==> config.mk <==
export PLATFORM = sky130hd
export DESIGN_NAME = breakpoint_console_control
export DESIGN_NICKNAME = d
export VERILOG_FILES = /design/src/design/console_pkg.sv /design/src/design/breakpoint_console_control.sv
export SDC_FILE = /design/constraint.sdc
export NUM_CORES = 1
export LEC_CHECK = 0
export BUFFER_PORTS_ARGS = -buffer_cell sky130_fd_sc_hd__buf_4
export CAP_MARGIN = 20
export CELL_PAD_IN_SITES_DETAIL_PLACEMENT = 1
export CELL_PAD_IN_SITES_GLOBAL_PLACEMENT = 1
export CORE_MARGIN = 2
export CORE_UTILIZATION = 35
export DETAILED_ROUTE_END_ITERATION = 16
export HOLD_SLACK_MARGIN = 0.08
export PLACE_DENSITY = 0.74
export SETUP_SLACK_MARGIN = 0.15
export SLEW_MARGIN = 20
export SYNTH_ARGS = -nofsm -noshare
export SYNTH_HDL_FRONTEND = slang
export SYNTH_SLANG_ARGS = --single-unit
export TNS_END_PERCENT = 10
==> constraint.sdc <==
create_clock -name ref_clk -period 6.1 [get_ports ref_clk]
set_clock_uncertainty 0.1 [all_clocks]
set_input_delay 0.915 -clock ref_clk [delete_from_list [all_inputs] [get_ports ref_clk]]
set_output_delay 0.915 -clock ref_clk [all_outputs]
set_load 0.03 [all_outputs]
==> src/design/console_pkg.sv <==
// Constants for the operator-console control block
package console_pkg;
    // Control codes shown on the three-bit indicator
    localparam logic [2:0] CODE_H     = 3'h0;
    localparam logic [2:0] CODE_I     = 3'h1;
    localparam logic [2:0] CODE_J     = 3'h2;
    localparam logic [2:0] CODE_K     = 3'h3;
    localparam logic [2:0] CODE_L     = 3'h4;
    localparam logic [2:0] CODE_M     = 3'h5;
    localparam logic [2:0] CODE_N     = 3'h6;
    localparam logic [2:0] CODE_ERROR = 3'h7;
    // Function control register bits, bit 0 is least significant
    localparam int AUTO_DISPLAY_ENABLE_BIT    = 10;
    localparam int CONSOLE_ECHO_ENABLE_BIT    = 11;
    localparam int BREAK_TYPE_LOW_BIT         = 16;
    localparam int BREAK_TYPE_HIGH_BIT        = 17;
    localparam int BREAK_INTERRUPT_SELECT_BIT = 18;
    localparam int MICRO_BREAK_SELECT_BIT     = 19;
    localparam int STATUS_LSB                 = 0;
    localparam int STATUS_MSB                 = 7;
    localparam logic [31:0] FUNCTION_CONTROL_RESET = 32'h0000_0000;
    // Break type field values
    localparam logic [1:0] BREAK_OFF     = 2'h0;
    localparam logic [1:0] BREAK_INSTR   = 2'h1;
    localparam logic [1:0] BREAK_OPERAND = 2'h2;
    localparam logic [1:0] BREAK_ALL     = 2'h3;
    // Master-clear pulse length in cycles
    localparam logic [3:0] CLEAR_PULSE_CYCLES = 4'h8;
    // Serial command characters
    localparam logic [7:0] ASCII_H     = 8'h48;
    localparam logic [7:0] ASCII_N     = 8'h4e;
    localparam logic [7:0] ASCII_0     = 8'h30;
    localparam logic [7:0] ASCII_9     = 8'h39;
    localparam logic [7:0] ASCII_A     = 8'h41;
    localparam logic [7:0] ASCII_F     = 8'h46;
    localparam logic [7:0] ASCII_COLON = 8'h3a;
    localparam logic [7:0] ASCII_G     = 8'h47;
    localparam logic [7:0] ASCII_AT    = 8'h40;
endpackage

==> src/design/breakpoint_console_control.sv <==
// Operator-console command entry, function control register and breakpoint logic
`timescale 1ns/1ns
module breakpoint_console_control (
    input  wire logic        ref_clk,
    input  wire logic        rst_n,
    input  wire logic        remote_select,
    input  wire logic [15:0] hex_keys,
    input  wire logic [7:0]  control_keys,
    input  wire logic        master_clear_key,
    input  wire logic        rx_valid,
    input  wire logic [7:0]  rx_char,
    input  wire logic [7:0]  processor_status,
    input  wire logic [31:0] selected_value,
    input  wire logic [15:0] macro_address,
    input  wire logic        ref_instruction,
    input  wire logic        ref_operand,
    input  wire logic        micro_break_hit,
    output logic [2:0]       control_code,
    output logic             upper_lit,
    output logic [15:0]      data_display,
    output logic [31:0]      function_control,
    output logic [7:0]       display_select,
    output logic [15:0]      machine_modes,
    output logic             command_strobe,
    output logic [2:0]       command_code,
    output logic [31:0]      command_data,
    output logic             master_clear,
    output logic             break_stop,
    output logic             break_interrupt
);

    typedef enum logic [1:0] {
        ST_IDLE,
        ST_DIGITS,
        ST_ERROR
    } entry_state_t;

    entry_state_t entry_reg;
    logic [31:0]  function_control_reg;
    logic [31:0]  entry_data_reg;
    logic [2:0]   entry_code_reg;
    logic [2:0]   control_code_reg;
    logic         upper_reg;
    logic [15:0]  data_display_reg;
    logic         strobe_reg;
    logic [2:0]   command_code_reg;
    logic [31:0]  command_data_reg;
    logic [3:0]   clear_count_reg;
    logic         clear_key_prev_reg;
    logic [15:0]  breakpoint_reg;
    logic         stop_reg;
    logic         interrupt_reg;

    // Active key or character for this cycle, one source only
    logic        hex_event;
    logic [3:0]  hex_value;
    logic        ctl_event;
    logic [2:0]  ctl_value;
    logic        term_event;
    logic        bad_event;
    logic        in_clear;

    function automatic logic [4:0] key_index16(input logic [15:0] k);
        logic [4:0] r;
        r = 5'h10;
        for (int i = 15; i >= 0; i--)
            if (k[i])
                r = 5'(i);
        return r;
    endfunction

    assign in_clear = (clear_count_reg != 4'h0);

    always_comb
    begin
        logic [4:0] idx;
        idx        = key_index16(hex_keys);
        hex_event  = 1'b0;
        hex_value  = 4'h0;
        ctl_event  = 1'b0;
        ctl_value  = 3'h0;
        term_event = 1'b0;
        bad_event  = 1'b0;
        if (remote_select)
        begin
            // Remote serial ASCII only; panel keys ignored
            if (rx_valid)
            begin
                if (rx_char >= console_pkg::ASCII_0 && rx_char <= console_pkg::ASCII_9)
                begin
                    hex_event = 1'b1;
                    hex_value = 4'(rx_char - console_pkg::ASCII_0);
                end
                else if (rx_char >= console_pkg::ASCII_A && rx_char <= console_pkg::ASCII_F)
                begin
                    hex_event = 1'b1;
                    hex_value = 4'(rx_char - console_pkg::ASCII_A + 8'h0a);
                end
                else if (rx_char >= console_pkg::ASCII_H && rx_char <= console_pkg::ASCII_N)
                begin
                    ctl_event = 1'b1;
                    ctl_value = 3'(rx_char - console_pkg::ASCII_H);
                end
                else if (rx_char == console_pkg::ASCII_COLON || rx_char == console_pkg::ASCII_G
                         || rx_char == console_pkg::ASCII_AT)
                    term_event = 1'b1;
                else
                    bad_event = 1'b1;
            end
        end
        else
        begin
            // Local panel keys; control key has priority over hex
            if (control_keys[7])
                term_event = 1'b1;
            else if (control_keys[6:0] != 7'h00)
            begin
                ctl_event = 1'b1;
                for (int i = 6; i >= 0; i--)
                    if (control_keys[i])
                        ctl_value = 3'(i);
            end
            else if (!idx[4])
            begin
                hex_event = 1'b1;
                hex_value = idx[3:0];
            end
        end
    end

    // Master clear pulse on key press edge
    always_ff @(posedge ref_clk)
    begin
        if (!rst_n)
        begin
            clear_count_reg    <= 4'h0;
            clear_key_prev_reg <= 1'b0;
        end
        else
        begin
            clear_key_prev_reg <= master_clear_key;
            if (master_clear_key && !clear_key_prev_reg)
                clear_count_reg <= console_pkg::CLEAR_PULSE_CYCLES;
            else if (in_clear)
                clear_count_reg <= clear_count_reg - 4'h1;
        end
    end

    // Command entry: letter, hex digits, terminator, in keyed order
    always_ff @(posedge ref_clk)
    begin
        if (!rst_n || in_clear)
        begin
            entry_reg        <= ST_IDLE;
            entry_data_reg   <= 32'h0000_0000;
            entry_code_reg   <= console_pkg::CODE_H;
            strobe_reg       <= 1'b0;
            command_code_reg <= console_pkg::CODE_H;
            command_data_reg <= 32'h0000_0000;
            control_code_reg <= console_pkg::CODE_H;
        end
        else
        begin
            strobe_reg <= 1'b0;
            if (ctl_event)
            begin
                entry_reg        <= ST_DIGITS;
                entry_code_reg   <= ctl_value;
                entry_data_reg   <= 32'h0000_0000;
                control_code_reg <= ctl_value;
            end
            else if (bad_event)
            begin
                entry_reg        <= ST_ERROR;
                control_code_reg <= console_pkg::CODE_ERROR;
            end
            else
            begin
                case (entry_reg)
                    ST_IDLE:
                    begin
                        if (hex_event)
                        begin
                            entry_reg        <= ST_ERROR;
                            control_code_reg <= console_pkg::CODE_ERROR;
                        end
                    end
                    ST_DIGITS:
                    begin
                        if (hex_event)
                            entry_data_reg <= {entry_data_reg[27:0], hex_value};
                        else if (term_event)
                        begin
                            strobe_reg       <= 1'b1;
                            command_code_reg <= entry_code_reg;
                            command_data_reg <= entry_data_reg;
                            entry_reg        <= ST_IDLE;
                        end
                    end
                    ST_ERROR:
                    begin
                        // Stays in error until a new control letter arrives
                    end
                    default:
                        entry_reg <= ST_IDLE;
                endcase
            end
        end
    end

    // Function control register; write on J command, status from processor
    always_ff @(posedge ref_clk)
    begin
        if (!rst_n)
            function_control_reg <= console_pkg::FUNCTION_CONTROL_RESET;
        else
        begin
            if (strobe_reg && command_code_reg == console_pkg::CODE_J)
            begin
                function_control_reg <= command_data_reg;
                // Echo wins if both asked for, so the pair never coexists
                if (command_data_reg[console_pkg::AUTO_DISPLAY_ENABLE_BIT]
                    && command_data_reg[console_pkg::CONSOLE_ECHO_ENABLE_BIT])
                    function_control_reg[console_pkg::AUTO_DISPLAY_ENABLE_BIT] <= 1'b0;
            end
            // Status digits always track the processor
            function_control_reg[console_pkg::STATUS_MSB:console_pkg::STATUS_LSB]
                <= processor_status;
        end
    end

    // Display: I toggles halves, H/K/L capture the selected register
    always_ff @(posedge ref_clk)
    begin
        if (!rst_n)
        begin
            upper_reg        <= 1'b0;
            data_display_reg <= 16'h0000;
            breakpoint_reg   <= 16'h0000;
        end
        else if (strobe_reg)
        begin
            case (command_code_reg)
                console_pkg::CODE_I:
                begin
                    upper_reg        <= !upper_reg;
                    data_display_reg <= upper_reg ? selected_value[15:0] : selected_value[31:16];
                end
                console_pkg::CODE_K, console_pkg::CODE_L, console_pkg::CODE_H:
                    data_display_reg <= upper_reg ? selected_value[31:16]
                                                  : selected_value[15:0];
                console_pkg::CODE_M:
                    breakpoint_reg <= command_data_reg[15:0];
                default:
                    data_display_reg <= data_display_reg;
            endcase
        end
    end

    // Breakpoint detection; micro vs macro, stop vs interrupt
    always_ff @(posedge ref_clk)
    begin
        logic [1:0] kind;
        logic       hit;
        kind = {function_control_reg[console_pkg::BREAK_TYPE_HIGH_BIT],
                function_control_reg[console_pkg::BREAK_TYPE_LOW_BIT]};
        hit  = 1'b0;
        if (function_control_reg[console_pkg::MICRO_BREAK_SELECT_BIT])
            hit = (kind != console_pkg::BREAK_OFF) && micro_break_hit;
        else if (macro_address == breakpoint_reg)
            hit = (kind == console_pkg::BREAK_INSTR && ref_instruction)
                || (kind == console_pkg::BREAK_OPERAND && ref_operand)
                || (kind == console_pkg::BREAK_ALL && (ref_instruction || ref_operand));
        if (!rst_n || in_clear)
        begin
            stop_reg      <= 1'b0;
            interrupt_reg <= 1'b0;
        end
        else
        begin
            interrupt_reg <= hit && function_control_reg[console_pkg::BREAK_INTERRUPT_SELECT_BIT];
            if (hit && !function_control_reg[console_pkg::BREAK_INTERRUPT_SELECT_BIT])
                stop_reg <= 1'b1;
            else if (strobe_reg)
                stop_reg <= 1'b0;
        end
    end

    assign control_code     = control_code_reg;
    assign upper_lit        = upper_reg;
    assign data_display     = data_display_reg;
    assign function_control = function_control_reg;
    assign display_select   = function_control_reg[31:24];
    assign machine_modes    = function_control_reg[23:8];
    assign command_strobe   = strobe_reg;
    assign command_code     = command_code_reg;
    assign command_data     = command_data_reg;
    assign master_clear     = in_clear;
    assign break_stop       = stop_reg;
    assign break_interrupt  = interrupt_reg;

endmodule

### Word level (Yosys, flattened, before mapping)

Cells that the tools add are included.

* flip-flop bits (word level): 148
* logic and storage cells: 185
* output and inout port bits: 115

* equality and inequality tests: 22
* reductions and logical operators: 44
* $add $sub $neg: 5
* bitwise logic cells: 5
* mux-type cells: 85
* order comparisons: 6

Operators with widths (number)
* 5-bit 2-to-1 mux: 16
* 3-bit 2-to-1 mux: 18
* 4-bit 2-to-1 mux: 9
* 1-bit 2-to-1 mux: 34
* 16-bit 2-to-1 mux: 2
* 16-bit one-hot mux with 2 select lines: 1
* 16-bit == test: 1
* 8-bit by 7-bit == test with 1-bit output, second input constant: 2
* 8-bit by 7-bit greater-or-equal comparator with 1-bit output, second input constant: 2
* 8-bit by 7-bit less-or-equal comparator with 1-bit output, second input constant: 2
* 1-bit logical AND: 12
* 3-bit != test, second input constant: 4
* 4-bit != test, second input constant: 3
* 4-bit by 1-bit subtractor with 4-bit output, second input constant: 3
* 8-bit by 6-bit == test with 1-bit output, second input constant: 1
* 8-bit by 6-bit greater-or-equal comparator with 1-bit output, second input constant: 1
* 8-bit by 6-bit less-or-equal comparator with 1-bit output, second input constant: 1
* 2-bit 2-to-1 mux: 4
* 2-bit AND reduction: 4
* 4-bit AND reduction: 2
* 2-bit nonzero test: 4
* 7-bit nonzero test: 1
* 2-bit == test, second input constant: 3
* 3-bit by 2-bit == test with 1-bit output, second input constant: 2
* other kinds (19): 35

### Depth between registers and ports, before layout

Gate-level depths: netlist of the first run.

* depth after elaboration: 24
* depth in mapped cells: 9

### Worst setup path after synthesis of the first run

No wires, ideal clock.

* path kind: input-to-reg
* start: in hex_keys[12]
* end: reg entry_data_reg[24]
* required time: 5929 ps
* library setup time: 71 ps
* buffers on the path: 1
* slack: 3433 ps
* cell stages on the path: 7
* arrival time: 2497 ps
* path through: or4_4 -> nor4b_4 -> a31oi_2 -> o21ai_4 -> buf_6 -> nand2_1 -> a21oi_2

* cells in the longest elaborated chain, start to end: 18

Ends and longest elaborated chain
* start: declaration: line breakpoint_console_control.sv:7 `input wire logic [15:0] hex_keys,`
* 5-bit 2-to-1 mux (13 in series): line breakpoint_console_control.sv:67 `if (k[i])`
* 1-bit 2-to-1 mux: line breakpoint_console_control.sv:123 `else if (!idx[4])`
* 1-bit 2-to-1 mux: line breakpoint_console_control.sv:116 `else if (control_keys[6:0] != 7'h00)`
* 1-bit 2-to-1 mux: line breakpoint_console_control.sv:114 `if (control_keys[7])`
* 1-bit 2-to-1 mux: line breakpoint_console_control.sv:84 `if (remote_select)`
* 3-bit AND reduction (no line)
* end signal: assignment: line breakpoint_console_control.sv:191 `entry_data_reg <= {entry_data_reg[27:0], hex_value};`
* end: declaration: line breakpoint_console_control.sv:40 `logic [31:0] entry_data_reg;`

Every way passes these cells.
A chain may end at the register's enable or synchronous reset.

### Worst setup path in the final report of the first run

* start: in rst_n
* end: reg entry_data_reg[1]

* cells in the longest elaborated chain, start to end: 3

Ends and longest elaborated chain
* start: declaration: line breakpoint_console_control.sv:5 `input wire logic rst_n,`
* 1-bit zero test: line breakpoint_console_control.sv:152 `if (!rst_n || in_clear)`
* 1-bit logical OR: line breakpoint_console_control.sv:152
* 2-bit OR reduction (no line)

Every way passes these cells.

==> flow_summary.toml, run 1 <==
[run_status]
outcome = "complete, no violations"

[drt]
drt_iter0_markers = 267
drc = 0
drt-wirelength-per-cell_um = 15.9
drt_wl_total_um = 18800
ant_nets = 0
vias = 5851
drt-pass1-iter-count = 4
routed_via_density = 4.95

[placement]
place_congestion = 0.796
port-buffer-count = 210
detailed_place_hpwl_um = 13600

[synthesis]
yosys.area.top_type_share = 0.449
netlist_top_cells_area = "dfxtp_1 45%, nand2_1 11%, a21oi_2 3.7%"
synth-main-ff-cell = "dfxtp_1"
synth_cells = 769
synth_edf_count = 0
ys_ff_latch = 148
ys_top_cells_by_count = "198 x nand2_1, 148 x dfxtp_1, 41 x nand3_1, 37 x o21ai_1, 31 x a21boi_0"
synth_fp_nets = 871
avgSynthCellArea_um2 = 8.57
async_flop_share = 0
seq_area_frac_synth = 0.449
syn_area_um2 = 6590
yosysTopAreaCell = "dfxtp_1"
ys_warn_count = 0
synth_cell_types = 61
yosysMostFrequentCell = "nand2_1"

[floorplan]
die_w_um = 141
die_area_um2 = 20000
dieHeight_um = 141
core_area_um2 = 18600
io_pins = 211
num_rows = 50
initial_core_util = 0.355

[clocking]
clk_pin_slew_ns = 0.06
post-cts-setup-buffers = 0
cts_made_buffers = 17
clockRootBuffer = "clkbuf_16"
clk_path_buf_depth = 2
ctsHoldBuffers = 0
cts.sinks = 148
h-tree-depth = 4
clk_latency_ns = 0.42
cts_resized = 0
cts_tree = "built"

[critical_path]
crit_family = "buffers and inverters"
path_cells = "buf_4 -> and3_2 -> buf_4 -> nand2_2 -> a211oi_1"
crit_type = "in -> reg"
path_max_fanout = 75
cp-start-kind = "primary input"
critPathMostFrequentCell = "buf_4"
endpoint_kind = "flop"
critPathSlowestCell = "nand2_2"
slowest_delay_ns = 0.73
crit_buf_inv = 2
r2r_slack_ns = 3.40
arrival_ns = 3.40
critPathRequiredTime_ns = 6.32

[layout]
final_core_util = 0.474
multi_input_area_um2 = 3230
drive_above_1_share = 0.310
filler_cell_count = 2208
nNetsFinal = 1039
area_delta_synth_final_pct = 33.6
antenna_cells = 0
register_area_um2 = 2960

[sta]
fin_crit_sh = 0.522
max_slew_margin = 0.368
slew_viol_final = 0
fmax_mhz = 314
finalHoldViolations = 0
finalSetupViolations = 0
fin_setup_tns_ns = 0
layout_min_cycle_time_ns = 3.18
tightestPinTransition_ns = 0.944
rsz0062_at_grt = "false"

[power_and_ir_drop]
p_int_w = 0.00183
p_switching_w = 0.000631
p_seq_frac = 0.407
clkPwrFrac = 0.453
peakVddDrop_mv = 0.185
powerDensity_nw_per_um2 = 280
p_leak_nw = 3.70
pwr-share-comb = 0.140
power_w = 0.00247
switching_share = 0.256

[global_route]
antenna_found_initial = 0
grt_pass1_vias = 5810
grt.overflow.total = 0
track_usage = 0.187
grt_pass1_wl_um = 29900
grt_start_max_net_pins = 76

[job]
maxCapViolations = 0

[worst_hold_path]
hold_class = "reg -> reg"
## power groups by stage
stage          registers (W)  logic (W)  clock network (W)
6_report             0.00100   0.000345            0.00112
5_1_grt              0.00101   0.000379            0.00118
4_1_cts              0.00100   0.000349            0.00114
3_5_place_dp         0.00102   0.000343                  0
3_3_place_gp         0.00102   0.000338                  0
2_1_floorplan        0.00104   0.000205                  0
## cell usage in the layout, fill, tap and decap left out, types with 4 or more instances in the layout
cell,Yosys,layout
buf_4,24,216
a21oi_2,28,29
xor2_1,13,13
a21boi_1,10,10
o21ai_1,37,37
nand4_1,4,4
nand3_1,41,41
inv_1,14,14
nand2_1,198,197
and3_1,5,4
clkbuf_8,0,4
xnor2_1,8,8
a211oi_1,5,5
a21boi_0,31,31
bufinv_16,0,4
dfxtp_1,148,148
o211a_1,17,17
o21a_1,4,4
clkbuf_16,0,17
mux2i_1,17,17
nor4_1,7,7
and2_1,12,12
nand3b_1,4,4
nor2_1,26,26
nand2b_1,5,5
nor3_1,6,6
ha_1,6,6
a21oi_1,11,10
## metrics by stage
stage          cells  hold slack (ns)  worst slack, ns  area (µm²)
2_1_floorplan    769            0.329             3.43        6590
3_3_place_gp    1151            0.342             2.45        8160
3_5_place_dp    1152            0.345             2.44        8170
4_1_cts         1183            0.355             2.90        8810
5_1_grt         1183            0.380             2.62        8810
6_report        1183            0.355             2.92        8810
## final timing paths
check                     startpoint                end  cells after the start
setup reg to reg  clear_count_reg[0]  entry_data_reg[1]                      6
setup / recovery               rst_n  entry_data_reg[1]                      5
hold / removal    entry_data_reg[29]   command_data[29]                      2
hold reg to reg   entry_data_reg[29]   command_data[29]                      2
## layer usage
layer  share of wire  GRT usage  vias to the layer above
met5               0          0                        -
li1                -          -                     2938
met4           0.012     0.0574                        0
met1            0.46      0.243                     2774
met3           0.041     0.0340                       16
met2            0.49      0.317                      123
## worst reg2reg max path: cells and delay by family, from the launching register on
| family | cells | cell delay, ns |
|---|---|---|
| flops | 1 | 0.31 |
| buf+inv | 2 | 0.68 |
| fa+ha+maj | 1 | 0.20 |
| simple gates | 2 | 0.93 |
| compound gates | 1 | 0.37 |
## cells by family after synthesis
kind of cell	Yosys count	share of synthesized area
buf+inv	82	0.0653
flops	148	0.449
compound gates	170	0.193
simple gates	324	0.225
xor+xnor	22	0.0304
fa+ha+maj	6	0.0114
mux	17	0.0258
## final cells by class
type / instances / share of cell area
multi-input cells: 539 / 0.367
flip-flops and latches: 148 / 0.336
repair buffers: 217 / 0.185
clock buffers: 22 / 0.0550
well taps: 234 / 0.0332
clock inverters: 9 / 0.0171
inverters: 14 / 0.00597
Power figures use the tool's default switching activity.
==> run 2, diff against run 1 <==
CORE_UTILIZATION = 33   (was 35)
PLACE_DENSITY = 0.73   (was 0.74)
clock period = 2.72 ns   (was 6.1 ns; I/O delays follow)
==> run 2 against run 1 <==
Utilization decreased by 1.4 points. Combinational power increased by 140%. Routed wire length increased by 1.8%. Final area increased by 2.0%. Global-route usage decreased by 0.90 points. Critical path type unchanged.
==> flow_summary.toml, run 2 (synthesis results as in run 1) <==
[run_status]
outcome = "complete, no violations"

[layout]
multi_input_area_um2 = 3230
drive_above_1_share = 0.315
area_delta_synth_final_pct = 36.2
fin_cells = 1223
final_cell_mix = "220 x buf_4, 197 x nand2_1, 148 x dfxtp_1"
final_common_cell = "buf_4"
fin_area_um2 = 8980
filler_cell_count = 2336
register_area_um2 = 2960
antenna_cells = 0
nNetsFinal = 1047

[critical_path]
endpoint_kind = "flop"
critPathRequiredTime_ns = 2.91
r2r_start = "command_code[0]"
arrival_ns = 2.41
path_max_fanout = 71
r2r-end = "breakpoint_reg[12]"
crit_type = "in -> reg"
r2r_slack_ns = 0.79
cp-start-kind = "primary input"
rr_worst_depth = 5

[clocking]
clockRootBuffer = "clkbuf_16"
h-tree-depth = 4
cts.sinks = 148
post-cts-setup-buffers = 0
clk_pin_slew_ns = 0.06
clk_path_buf_depth = 2
ctsHoldBuffers = 0
cts_tree = "built"
cts_made_buffers = 17
cts_resized = 0
clk_latency_ns = 0.41

[sta]
finalSetupViolations = 0
fin_crit_sh = 0.817
slew_viol_final = 0
fmax_mhz = 450
tightestPinTransition_ns = 0.667
rsz0062_at_grt = "false"
finalHoldViolations = 0
layout_min_cycle_time_ns = 2.22
max_slew_margin = 0.551
fin_setup_tns_ns = 0

[global_route]
grt_start_max_net_pins = 75
grt_pass1_vias = 5930
grt_pass1_wl_um = 30900
grt.overflow.total = 0
track_usage = 0.178
antenna_found_initial = 0

[power_and_ir_drop]
clkPwrFrac = 0.457
p_switching_w = 0.00146
p_seq_frac = 0.398
powerDensity_nw_per_um2 = 629
p_leak_nw = 3.76
peakVddDrop_mv = 0.313
p_int_w = 0.00419
power_w = 0.00565
switching_share = 0.258
pwr-share-comb = 0.145

[floorplan]
io_pins = 211
num_rows = 51
dieHeight_um = 145
core_area_um2 = 19500
initial_core_util = 0.338
die_area_um2 = 21100
die_w_um = 145

[job]
maxCapViolations = 0

[worst_hold_path]
min_to = "function_control[7]"
holdCritStartpoint = "processor_status[7]"
hold_depth = 2
hold_class = "in -> reg"

[drt]
drt-wirelength-per-cell_um = 15.6
routed_via_density = 4.84
vias = 5925
ant_nets = 0
drt-pass1-iter-count = 4
drt_iter0_markers = 170
drt_wl_total_um = 19100
drc = 0

[placement]
port-buffer-count = 210
detailed_place_hpwl_um = 14100
place_congestion = 0.806
dp_cells = 1191
placed_area_um2 = 8330
==> run 2: changes by cell type in the layout (fill, tap and decap cells not counted), sizes merged <==
cell,previous run,this run
clkbuf,22,20
clkinvlp,2,4
clkinv,3,2
buf,217,225
inv,14,15
bufinv,4,5
==> run 2: worst max-delay path, stage by stage <==
cell,delay [ns]
buf_4,0.11
inv_1,0.07
ha_1,0.23
o21bai_1,0.20
a21boi_2,0.15
nor4_1,0.59
a31oi_4,0.18
buf_12,0.22
nand3_1,0.13
o21ai_1,0.07
==> run 2: worst max-delay path by stage <==
stage	from	to	slack [ns]	cells after the start
floorplan	hex_keys[12]	entry_data_reg[24]	0.56	7
detailed placement	rx_char[0]	command_data[0]	0.08	10
finish	rx_char[0]	command_data[28]	0.50	10
CTS	rx_char[0]	command_data[28]	0.50	10
global route	rx_char[0]	command_data[28]	0.33	10
global placement	rx_char[5]	control_code[0]	0.22	8
==> run 2: power by group through the flow <==
| stage | clock network (W) | logic (W) | registers, W |
|---|---|---|---|
| final | 0.00258 | 0.000818 | 0.00225 |
| after global routing | 0.00273 | 0.000894 | 0.00225 |
| after CTS | 0.00263 | 0.000834 | 0.00225 |
| after detailed placement | 0 | 0.000830 | 0.00230 |
| after global placement | 0 | 0.000817 | 0.00230 |
| after floorplan | 0 | 0.000460 | 0.00233 |
==> run 2: final cells by class <==
cell class,count,area share
well taps,265,0.0369
repair buffers,225,0.195
flip-flops and latches,148,0.330
clock buffers,20,0.0497
clock inverters,12,0.0226
multi-input cells,539,0.360
inverters,14,0.00585
==> run 2: layer usage <==
| metal | up-vias | track usage | part of all wire |
|---|---|---|---|
| met5 | - | 0 | 0 |
| met4 | 0 | 0.0534 | 0.015 |
| met3 | 15 | 0.0335 | 0.032 |
| met2 | 128 | 0.304 | 0.48 |
| met1 | 2823 | 0.230 | 0.47 |
| li1 | 2959 | - | - |
==> run 2: stage by stage <==
stage | hold slack (ns) | utilization | setup WS [ns]
2_1_floorplan | 0.329 | - | 0.560
3_3_place_gp | 0.348 | 0.427 | 0.225
3_5_place_dp | 0.351 | 0.427 | 0.0792
4_1_cts | 0.0846 | 0.460 | 0.505
5_1_grt | 0.0805 | 0.460 | 0.333
6_report | 0.103 | 0.460 | 0.499
